--- src/core/gpcp_defs.vh ---
// Constants for the eight-pin general purpose port with change detect.
// Assumes inclusion by gpcp_port.v and the bench; holds definitions, no logic.
`ifndef GPCP_DEFS_VH
`define GPCP_DEFS_VH

// ==========================================================================
// Register byte offsets on the AXI4-Lite bus
`define GPCP_OFS_DATA     5'h00
`define GPCP_OFS_DIR      5'h04
`define GPCP_OFS_ANSEL    5'h08
`define GPCP_OFS_PULLUP   5'h0c
`define GPCP_OFS_CHGEN    5'h10
`define GPCP_OFS_OPTION   5'h14
`define GPCP_OFS_INTCTL   5'h18

// ==========================================================================
// Field positions
`define GPCP_OPT_PUDIS_BIT    3'h7
`define GPCP_INT_FLAG_BIT     3'h0
`define GPCP_INT_ENA_BIT      3'h3

// ==========================================================================
// Reset values
`define GPCP_RST_DIR      8'hff
`define GPCP_RST_ANSEL    8'hff
`define GPCP_RST_PULLUP   8'h00
`define GPCP_RST_CHGEN    8'h00
`define GPCP_RST_LATCH    8'h00
`define GPCP_RST_PUDIS    1'h1

// ==========================================================================
// Bus answers
`define GPCP_RESP_OKAY    2'h0
`define GPCP_RESP_SLVERR  2'h2
`define GPCP_ZERO32       32'h0000_0000
`define GPCP_ZERO8        8'h00

`endif

--- src/core/gpcp_port.v ---
// Eight-pin bidirectional port with direction, analog select, pull-ups
// and interrupt-on-change, reached over AXI4-Lite.
// Assumes one clock; pins arrive asynchronously; the second reset comes
// from master-clear / brown-out logic already on aclk.
`timescale 1ns/1ps
`include "gpcp_defs.vh"
`default_nettype none

// Behaviour
// - Eight-bit port, each pin input or output
// - Direction one tri-states, zero drives latch
// - Read returns pins, write updates latch
// - Writes sample pins, then store latch
// - Direction still drives analog pins
// - Analog-selected pins read as zero
// - Analog select never affects digital output
// - Per-pin pull-up enable mask
// - Pull-up off while pin is output
// - Global pull-up disable, set at power-on
// - Per-pin change interrupt enable mask
// - Power-on leaves change detect disabled
// - Compare pins against last-read latch
// - OR mismatches to set change flag
// - Change flag can wake from sleep
// - Persistent mismatch keeps re-setting flag
// - Soft resets keep last-read latch
// - Change during read still sets flag
module gpcp_port #(
    parameter WIDTH = 8                     // Port pin count
) (
    input  wire              aclk,          // Core clock, 10 MHz
    input  wire              aresetn,       // Power-on reset, sync, low
    input  wire              soft_resetn,   // Master-clear / brown-out, low
    // AXI4-Lite write address
    input  wire [4:0]        awaddr,
    input  wire              awvalid,
    output wire              awready,
    // AXI4-Lite write data
    input  wire [31:0]       wdata,
    input  wire [3:0]        wstrb,
    input  wire              wvalid,
    output wire              wready,
    // AXI4-Lite write response
    output wire [1:0]        bresp,
    output wire              bvalid,
    input  wire              bready,
    // AXI4-Lite read address
    input  wire [4:0]        araddr,
    input  wire              arvalid,
    output wire              arready,
    // AXI4-Lite read data
    output wire [31:0]       rdata,
    output wire [1:0]        rresp,
    output wire              rvalid,
    input  wire              rready,
    // Port pins
    input  wire [WIDTH-1:0]  pin_in,        // Pad levels, asynchronous
    output wire [WIDTH-1:0]  pin_out,       // Output latch to pads
    output wire [WIDTH-1:0]  pin_oe,        // High while pin is driven
    output wire [WIDTH-1:0]  pullup_on,     // Weak pull-up enables
    output wire [WIDTH-1:0]  analog_select_mask, // Analog mode to pads
    output wire              port_change_flag,   // Sticky change flag
    output wire              wake_req       // Wake request to sleep logic
);

    // ======================================================================
    // Storage
    reg  [WIDTH-1:0] pin_meta_reg;          // Synchroniser stage one
    reg  [WIDTH-1:0] pin_sync_reg;          // Synchroniser stage two
    reg  [WIDTH-1:0] out_latch_reg;         // Output data latch
    reg  [WIDTH-1:0] port_direction_mask_reg; // One = input
    reg  [WIDTH-1:0] analog_select_mask_reg;  // One = analog
    reg  [WIDTH-1:0] pullup_enable_mask_reg;  // Per-pin pull-up
    reg  [WIDTH-1:0] change_irq_enable_mask_reg; // Per-pin change detect
    reg  [WIDTH-1:0] last_read_reg;         // Value at last port access
    reg              pullup_global_disable_reg; // Kills all pull-ups
    reg              change_irq_enable_reg; // Lets flag wake the core
    reg              port_change_flag_reg;  // Sticky change flag
    reg  [WIDTH-1:0] pullup_on_reg;         // Registered pull-up drive
    reg              wake_req_reg;          // Registered wake request

    // Bus handshake state
    reg              awready_reg;
    reg              wready_reg;
    reg              aw_full_reg;           // Address held, awaiting data
    reg              w_full_reg;            // Data held, awaiting address
    reg  [4:0]       aw_addr_reg;
    reg  [31:0]      w_data_reg;
    reg              w_lane0_reg;           // Byte lane 0 strobe held
    reg              bvalid_reg;
    reg  [1:0]       bresp_reg;
    reg              arready_reg;
    reg              rvalid_reg;
    reg  [31:0]      rdata_reg;
    reg  [1:0]       rresp_reg;

    // ======================================================================
    // Combinational views
    wire [WIDTH-1:0] port_read_value;       // What a digital read sees
    wire [WIDTH-1:0] mismatch;              // Per-pin change detect
    wire             wr_go;                 // Address and data both held
    wire             rd_go;                 // Read address taken now
    wire             wr_data_hit;           // Write to port data register
    wire             rd_data_hit;           // Read of port data register

    // Analog pins read zero; only synchronised levels are used
    assign port_read_value = pin_sync_reg & ~analog_select_mask_reg;

    // Mismatch against value latched at the last access
    assign mismatch = change_irq_enable_mask_reg
                      & (port_read_value ^ last_read_reg);

    assign wr_go       = aw_full_reg & w_full_reg & ~bvalid_reg;
    assign rd_go       = arvalid & arready_reg;
    assign wr_data_hit = wr_go & w_lane0_reg & (aw_addr_reg == `GPCP_OFS_DATA);
    assign rd_data_hit = rd_go & (araddr == `GPCP_OFS_DATA);

    // ======================================================================
    // Pin synchroniser: stage one feeds stage two only
    always @(posedge aclk) begin
        if (!aresetn) begin
            pin_meta_reg <= `GPCP_ZERO8;
            pin_sync_reg <= `GPCP_ZERO8;
        end else begin
            pin_meta_reg <= pin_in;
            pin_sync_reg <= pin_meta_reg;
        end
    end

    // ======================================================================
    // Last-read latch: power-on only, so soft resets leave it alone
    always @(posedge aclk) begin
        if (!aresetn) begin
            last_read_reg <= `GPCP_RST_LATCH;
        end else if (rd_data_hit || wr_data_hit) begin
            // A write samples the pins first, which ends the mismatch too
            last_read_reg <= port_read_value;
        end
    end

    // ======================================================================
    // Configuration registers, set to reset values by either reset
    always @(posedge aclk) begin
        if (!aresetn || !soft_resetn) begin
            out_latch_reg              <= `GPCP_RST_LATCH;
            port_direction_mask_reg    <= `GPCP_RST_DIR;
            analog_select_mask_reg     <= `GPCP_RST_ANSEL;
            pullup_enable_mask_reg     <= `GPCP_RST_PULLUP;
            change_irq_enable_mask_reg <= `GPCP_RST_CHGEN;
            pullup_global_disable_reg  <= `GPCP_RST_PUDIS;
            change_irq_enable_reg      <= 1'b0;
        end else if (wr_go && w_lane0_reg) begin
            case (aw_addr_reg)
                `GPCP_OFS_DATA:   begin
                    // Writes go to the latch, never straight to the pins
                    out_latch_reg <= w_data_reg[WIDTH-1:0];
                end
                `GPCP_OFS_DIR:    begin
                    port_direction_mask_reg <= w_data_reg[WIDTH-1:0];
                end
                `GPCP_OFS_ANSEL:  begin
                    analog_select_mask_reg <= w_data_reg[WIDTH-1:0];
                end
                `GPCP_OFS_PULLUP: begin
                    pullup_enable_mask_reg <= w_data_reg[WIDTH-1:0];
                end
                `GPCP_OFS_CHGEN:  begin
                    change_irq_enable_mask_reg <= w_data_reg[WIDTH-1:0];
                end
                `GPCP_OFS_OPTION: begin
                    pullup_global_disable_reg <= w_data_reg[`GPCP_OPT_PUDIS_BIT];
                end
                `GPCP_OFS_INTCTL: begin
                    change_irq_enable_reg <= w_data_reg[`GPCP_INT_ENA_BIT];
                end
                default: begin
                    // Unmapped: nothing stored
                end
            endcase
        end
    end

    // ======================================================================
    // Change flag: set beats clear, so a live mismatch will not clear
    always @(posedge aclk) begin
        if (!aresetn || !soft_resetn) begin
            port_change_flag_reg <= 1'b0;
        end else if (|mismatch) begin
            // Also covers a change landing on the read edge
            port_change_flag_reg <= 1'b1;
        end else if (wr_go && w_lane0_reg && (aw_addr_reg == `GPCP_OFS_INTCTL)
                     && !w_data_reg[`GPCP_INT_FLAG_BIT]) begin
            // Software clears by writing zero, after ending the mismatch
            port_change_flag_reg <= 1'b0;
        end
    end

    // ======================================================================
    // Pad-side drive, registered so every output is a flop
    always @(posedge aclk) begin
        if (!aresetn || !soft_resetn) begin
            pullup_on_reg <= `GPCP_ZERO8;
            wake_req_reg  <= 1'b0;
        end else begin
            // Pull-up only on inputs, and never when globally disabled
            pullup_on_reg <= pullup_enable_mask_reg & port_direction_mask_reg
                             & {WIDTH{~pullup_global_disable_reg}};
            wake_req_reg  <= port_change_flag_reg & change_irq_enable_reg;
        end
    end

    // ======================================================================
    // AXI4-Lite write channel: address and data in either order
    always @(posedge aclk) begin
        if (!aresetn) begin
            awready_reg <= 1'b1;
            wready_reg  <= 1'b1;
            aw_full_reg <= 1'b0;
            w_full_reg  <= 1'b0;
            aw_addr_reg <= 5'h00;
            w_data_reg  <= `GPCP_ZERO32;
            w_lane0_reg <= 1'b0;
            bvalid_reg  <= 1'b0;
            bresp_reg   <= `GPCP_RESP_OKAY;
        end else begin
            // Take the address once, hold off further ones
            if (awvalid && awready_reg) begin
                aw_addr_reg <= awaddr;
                aw_full_reg <= 1'b1;
                awready_reg <= 1'b0;
            end
            // Take the data once, hold off further ones
            if (wvalid && wready_reg) begin
                w_data_reg  <= wdata;
                w_lane0_reg <= wstrb[0];
                w_full_reg  <= 1'b1;
                wready_reg  <= 1'b0;
            end
            // Both present: commit and answer
            if (wr_go) begin
                aw_full_reg <= 1'b0;
                w_full_reg  <= 1'b0;
                bvalid_reg  <= 1'b1;
                if (aw_addr_reg <= `GPCP_OFS_INTCTL && aw_addr_reg[1:0] == 2'h0) begin
                    bresp_reg <= `GPCP_RESP_OKAY;
                end else begin
                    bresp_reg <= `GPCP_RESP_SLVERR;
                end
            end
            // Response taken: reopen both channels
            if (bvalid_reg && bready) begin
                bvalid_reg  <= 1'b0;
                awready_reg <= 1'b1;
                wready_reg  <= 1'b1;
            end
        end
    end

    // ======================================================================
    // AXI4-Lite read channel: one read at a time, answer next cycle
    always @(posedge aclk) begin
        if (!aresetn) begin
            arready_reg <= 1'b1;
            rvalid_reg  <= 1'b0;
            rdata_reg   <= `GPCP_ZERO32;
            rresp_reg   <= `GPCP_RESP_OKAY;
        end else begin
            if (rd_go) begin
                arready_reg <= 1'b0;
                rvalid_reg  <= 1'b1;
                rresp_reg   <= `GPCP_RESP_OKAY;
                rdata_reg   <= `GPCP_ZERO32;
                case (araddr)
                    `GPCP_OFS_DATA:   begin
                        rdata_reg[WIDTH-1:0] <= port_read_value;
                    end
                    `GPCP_OFS_DIR:    begin
                        rdata_reg[WIDTH-1:0] <= port_direction_mask_reg;
                    end
                    `GPCP_OFS_ANSEL:  begin
                        rdata_reg[WIDTH-1:0] <= analog_select_mask_reg;
                    end
                    `GPCP_OFS_PULLUP: begin
                        rdata_reg[WIDTH-1:0] <= pullup_enable_mask_reg;
                    end
                    `GPCP_OFS_CHGEN:  begin
                        rdata_reg[WIDTH-1:0] <= change_irq_enable_mask_reg;
                    end
                    `GPCP_OFS_OPTION: begin
                        rdata_reg[`GPCP_OPT_PUDIS_BIT] <= pullup_global_disable_reg;
                    end
                    `GPCP_OFS_INTCTL: begin
                        rdata_reg[`GPCP_INT_FLAG_BIT] <= port_change_flag_reg;
                        rdata_reg[`GPCP_INT_ENA_BIT]  <= change_irq_enable_reg;
                    end
                    default: begin
                        // Unmapped: zero data, error answer
                        rresp_reg <= `GPCP_RESP_SLVERR;
                    end
                endcase
            end
            if (rvalid_reg && rready) begin
                rvalid_reg  <= 1'b0;
                arready_reg <= 1'b1;
            end
        end
    end

    // ======================================================================
    // Outputs, all straight from flops
    assign awready = awready_reg;
    assign wready  = wready_reg;
    assign bvalid  = bvalid_reg;
    assign bresp   = bresp_reg;
    assign arready = arready_reg;
    assign rvalid  = rvalid_reg;
    assign rdata   = rdata_reg;
    assign rresp   = rresp_reg;

    // Latch drives whenever direction is zero, analog or not
    assign pin_out = out_latch_reg;
    assign pin_oe  = ~port_direction_mask_reg;
    assign pullup_on          = pullup_on_reg;
    assign analog_select_mask = analog_select_mask_reg;
    assign port_change_flag   = port_change_flag_reg;
    assign wake_req           = wake_req_reg;

endmodule // gpcp_port

`default_nettype wire

--- config.mk ---
export PLATFORM = sky130hd
export DESIGN_NAME = gpcp_port
export DESIGN_NICKNAME = d
export VERILOG_FILES = /design/src/core/gpcp_port.v
export VERILOG_INCLUDE_DIRS = /design/src /design/src/core
export SDC_FILE = /design/constraint.sdc
export NUM_CORES = 1
export LEC_CHECK = 0
export BUFFER_PORTS_ARGS = -buffer_cell sky130_fd_sc_hd__buf_2
export CORE_MARGIN = 3
export CORE_UTILIZATION = 40
export DETAILED_ROUTE_END_ITERATION = 10
export PLACE_DENSITY = 0.64
export SLEW_MARGIN = 30
export SYNTH_ARGS = -nofsm -noshare
export SYNTH_HDL_FRONTEND = slang
export SYNTH_SLANG_ARGS = --single-unit
--- constraint.sdc ---
create_clock -name aclk -period 4.1 [get_ports aclk]
set_input_delay 1.025 -clock aclk [delete_from_list [all_inputs] [get_ports aclk]]
set_output_delay 1.025 -clock aclk [all_outputs]
set_load 0.03 [all_outputs]
==> reports/qor.yml <==
outcome:
  run_status: "finished, final reports clean"
critical_path:
  slowest_delay_ns: 0.78
  critical_path.cell_chain: "buf_2, nor4_1, a32o_1, a221oi_1, a211oi_1"
  rr_endpoint: "change_irq_enable_mask_reg[5]"
  register_to_register_setup_slack_ns: 2.26
  sort_of_element_at_the_end_of_the_critical_path: "register"
  worst_path_max_delay_cell: "sky130_fd_sc_hd__nor4_1"
  reg2regPathDepth: 4
  timing.rr.start: "aw_addr_reg[0]"
  worst-endpoint-arrival_ns: 2.60
  cp_top_family: "simple AND/OR/NAND/NOR gates"
  cp_max_fo: 22
  worstSetupStartpointType: "input pin"
  cp_num_buf_inv: 1
  setup.worst_path.class: "in -> reg"
  required_ns: 4.36
floorplan:
  die_boundary_height_um: 113
  fp.coreArea_mm2: 0.0110
  fp.dieW_um: 113
  initial_core_util_pct: 41.5
  dieArea_mm2: 0.0128
  floorplan.rows: 38
  floorplan.io_pins: 137
grt:
  overflow: 0
  track_usage_pct: 17.9
  grt_max_degree: 38
  global_route_wire_length_before_repair_um: 18100
  vias_in_the_first_global_route: 3507
  number_of_antenna_violations_at_the_first_check_in_global_routing: 0
drt:
  drt_iter0_markers: 212
  routed_wirelength_um: 11200
  final_antenna_net_count: 0
  remaining_drc_errors: 0
  drt-vias-per-instance: 5.10
  wl_per_cell_um: 15.7
  dr.pass1.iters: 5
  vias: 3655
clock_tree:
  worst_skew_pair.late_latency_ns: 0.34
  clockBufferDepth: 2
  cts_tree: "yes"
  clock_tree.htree_level_count: 3
  cts_hold_buffers: 0
  cts.sink_count: 107
  cts_post_setup_buffers_inserted: 0
  resized_gates_after_cts: 0
  cts_root_buffer: "sky130_fd_sc_hd__clkbuf_16"
  cts_buffers: 9
  path_clk_slew_ns: 0.07
min_path:
  holdCritPathClass: "reg -> reg"
  min-delay-start: "pin_meta_reg[2]"
  number_of_cells_traversed_by_the_worst_hold_path: 1
  timing.hold.worst_endpoint: "pin_sync_reg[2]"
logic_synthesis:
  async_reset_ff_share_pct: 0
  synth_top_cells_by_area: "sky130_fd_sc_hd__dfxtp_1 47%, sky130_fd_sc_hd__mux2i_1 11%, sky130_fd_sc_hd__nand2_1 6.1%"
  synth_cells: 496
  synth_adder_area_share_pct: 0
  synth_cell_types: 48
  synthXorXnorAreaFrac_pct: 0.956
  postSynthAreaPerCell_um2: 9.24
  dominant_combinational_cell_family_by_area_after_synthesis: "simple AND/OR/NAND/NOR gates"
  synthMuxAreaShare_pct: 11.9
  synth_simple_gate_area_share_pct: 22.6
  synth_largest_area_cell: "sky130_fd_sc_hd__dfxtp_1"
  synth_ff_type: "sky130_fd_sc_hd__dfxtp_1"
  area_share_of_the_largest_cell_type_after_synthesis_pct: 46.8
  compound_cell_area_share_of_the_yosys_netlist_pct: 10.3
  seq_area_frac_synth_pct: 46.8
  yosysWarningCount: 0
  syn_area_mm2: 0.00458
  ys_ff_latch: 107
  synth_enable_flop_cells: 0
pwr:
  vdd_ir_max_uv: 215
  p_seq_share_pct: 49.4
  net_switching_power_of_the_design_mw: 0.515
  power_density_mw_per_mm2: 411
  comb_power_share_pct: 7.2
  swShare_pct: 23.4
  power.internal_mw: 1.68
  total_power_mw: 2.20
  share_clk_of_total_power_pct: 43.5
  power.leakage_nw: 2.41
layout:
  num-nets-final: 633
  proportion_of_layout_cells_with_a_drive_suffix_above_1_pct: 20.0
  antennaDiodeCount: 0
  syn2layout_area_growth_pct: 16.7
placed_design:
  place.detailed.hpwl_um: 8410
  gp_routability_congestion: 0.894
  buffer_ports.inserted: 83
sta:
  grt_setup_unrepaired: "no"
  setup_viol: 0
  upper_clock_frequency_limit_ghz: 0.427
  worst_slew_margin_rel_pct: 39.8
  tns_ns: 0
  slew_at_the_pin_closest_to_its_max_slew_limit_ns: 0.894
  final_hold_viol_count: 0
  final.setup_skew_ns: 0.00501
  min_period_ns: 2.34
  timing.final.crit_share_pct: 57.1
  pins_over_slew_limit: 0
run:
  max-cap-violations: 0
==> area by class of cell <==
| cell class | instances | area [um^2] |
|---|---|---|
| Tap cell | 140 | 175 |
| Sequential cell | 107 | 2140 |
| Multi-Input combinational cell | 353 | 2200 |
| Clock inverter | 5 | 82.6 |
| Fill cell | 1084 | 5690 |
| Clock buffer | 11 | 253 |
| Inverter | 13 | 48.8 |
| Timing Repair Buffer | 87 | 445 |
==> stage by stage <==
stage / hold WS [ns] / cell area (um^2) / cells / worst slack [ns] / utilization [%]
5_1_grt: 0.445 / 5340 / 716 / 1.68 / 48.4
3_5_place_dp: 0.422 / 5010 / 700 / 1.50 / 45.4
3_3_place_gp: 0.416 / 5010 / 700 / 1.54 / 45.4
6_report: 0.431 / 5340 / 716 / 1.76 / 48.4
4_1_cts: 0.432 / 5340 / 716 / 1.83 / 48.4
2_1_floorplan: 0.412 / 4670 / 521 / 1.97 / -
==> power by group through the flow <==
stage	Clock (mW)	Sequential [mW]	Combinational, mW
global route	1.02	1.09	0.173
detailed placement	0	1.11	0.157
global placement	0	1.11	0.154
finish	0.954	1.08	0.158
floorplan	0	1.11	0.128
CTS	0.977	1.08	0.157
==> cells by family after synthesis <==
| kind of cell | Yosys count |
|---|---|
| AO/OA/AOI/OAI | 72 |
| AND/OR/NAND/NOR | 196 |
| flip-flops | 107 |
| other | 1 |
| multiplexers | 54 |
| XOR/XNOR | 5 |
| buffers and inverters | 61 |
==> synth_stat cells, drive strengths merged, types with 3 or more instances <==
master / number
a2111oi: 3
a211oi: 3
a21oi: 26
a221oi: 4
a22o: 4
a22oi: 4
and2: 19
and3: 9
buf: 33
clkbuf: 15
dfxtp: 107
inv: 13
mux2i: 52
nand2: 74
nand2b: 6
nand3: 11
nand3b: 13
nor2: 34
nor2b: 8
nor3: 4
nor4: 5
o21ai: 19
or4bb: 3
xor2: 4
==> worst max-delay path by stage <==
stage | startpoint | end | cells past startpoint
2_1_floorplan | araddr[3] | rdata[3] | 6
3_3_place_gp | araddr[2] | rdata[0] | 5
3_5_place_dp | araddr[2] | rdata[0] | 5
4_1_cts | araddr[2] | rdata[0] | 5
5_1_grt | arvalid | rdata[3] | 5
6_report | araddr[2] | rdata[0] | 5
==> metal layers <==
layer	wire, um	track usage [%]
met1	4910	23.7
met5	0	0
met2	5320	28.8
met4	281	7.37
met3	727	3.26
==> cell usage in the layout, fill, tap and decap left out, types with 2 or more instances in the layout <==
cell type | netlist | final
sky130_fd_sc_hd__nor2_1 | 34 | 34
sky130_fd_sc_hd__nand2_1 | 74 | 74
sky130_fd_sc_hd__xor2_1 | 4 | 4
sky130_fd_sc_hd__buf_2 | 3 | 83
sky130_fd_sc_hd__mux2_2 | 2 | 2
sky130_fd_sc_hd__nor2b_1 | 8 | 8
sky130_fd_sc_hd__clkbuf_16 | 0 | 9
sky130_fd_sc_hd__mux2i_1 | 52 | 52
sky130_fd_sc_hd__nand2b_1 | 6 | 6
sky130_fd_sc_hd__inv_6 | 0 | 2
sky130_fd_sc_hd__bufinv_16 | 0 | 2
sky130_fd_sc_hd__or4bb_1 | 3 | 3
sky130_fd_sc_hd__dfxtp_1 | 107 | 107
sky130_fd_sc_hd__inv_1 | 13 | 13
sky130_fd_sc_hd__a221oi_1 | 4 | 4
sky130_fd_sc_hd__and3_1 | 9 | 9
sky130_fd_sc_hd__nor3_1 | 2 | 2
sky130_fd_sc_hd__conb_1 | 1 | 26
sky130_fd_sc_hd__or3_4 | 2 | 2
sky130_fd_sc_hd__clkbuf_8 | 0 | 2
sky130_fd_sc_hd__o21ai_1 | 4 | 4
sky130_fd_sc_hd__nor3_4 | 2 | 2
sky130_fd_sc_hd__nand3b_1 | 13 | 13
sky130_fd_sc_hd__a22o_1 | 4 | 4
sky130_fd_sc_hd__a2111oi_0 | 3 | 3
sky130_fd_sc_hd__a22oi_1 | 4 | 4
sky130_fd_sc_hd__a211oi_1 | 3 | 3
sky130_fd_sc_hd__o21ai_0 | 15 | 15
sky130_fd_sc_hd__nor4_1 | 5 | 4
sky130_fd_sc_hd__a21oi_1 | 25 | 25
sky130_fd_sc_hd__and2_1 | 19 | 19
sky130_fd_sc_hd__and3b_1 | 2 | 2
sky130_fd_sc_hd__a21boi_0 | 2 | 2
sky130_fd_sc_hd__nand3_1 | 10 | 10
sky130_fd_sc_hd__buf_4 | 29 | 4
sky130_fd_sc_hd__a32o_1 | 2 | 2
No activity file was read; power rests on OpenSTA's default activity.
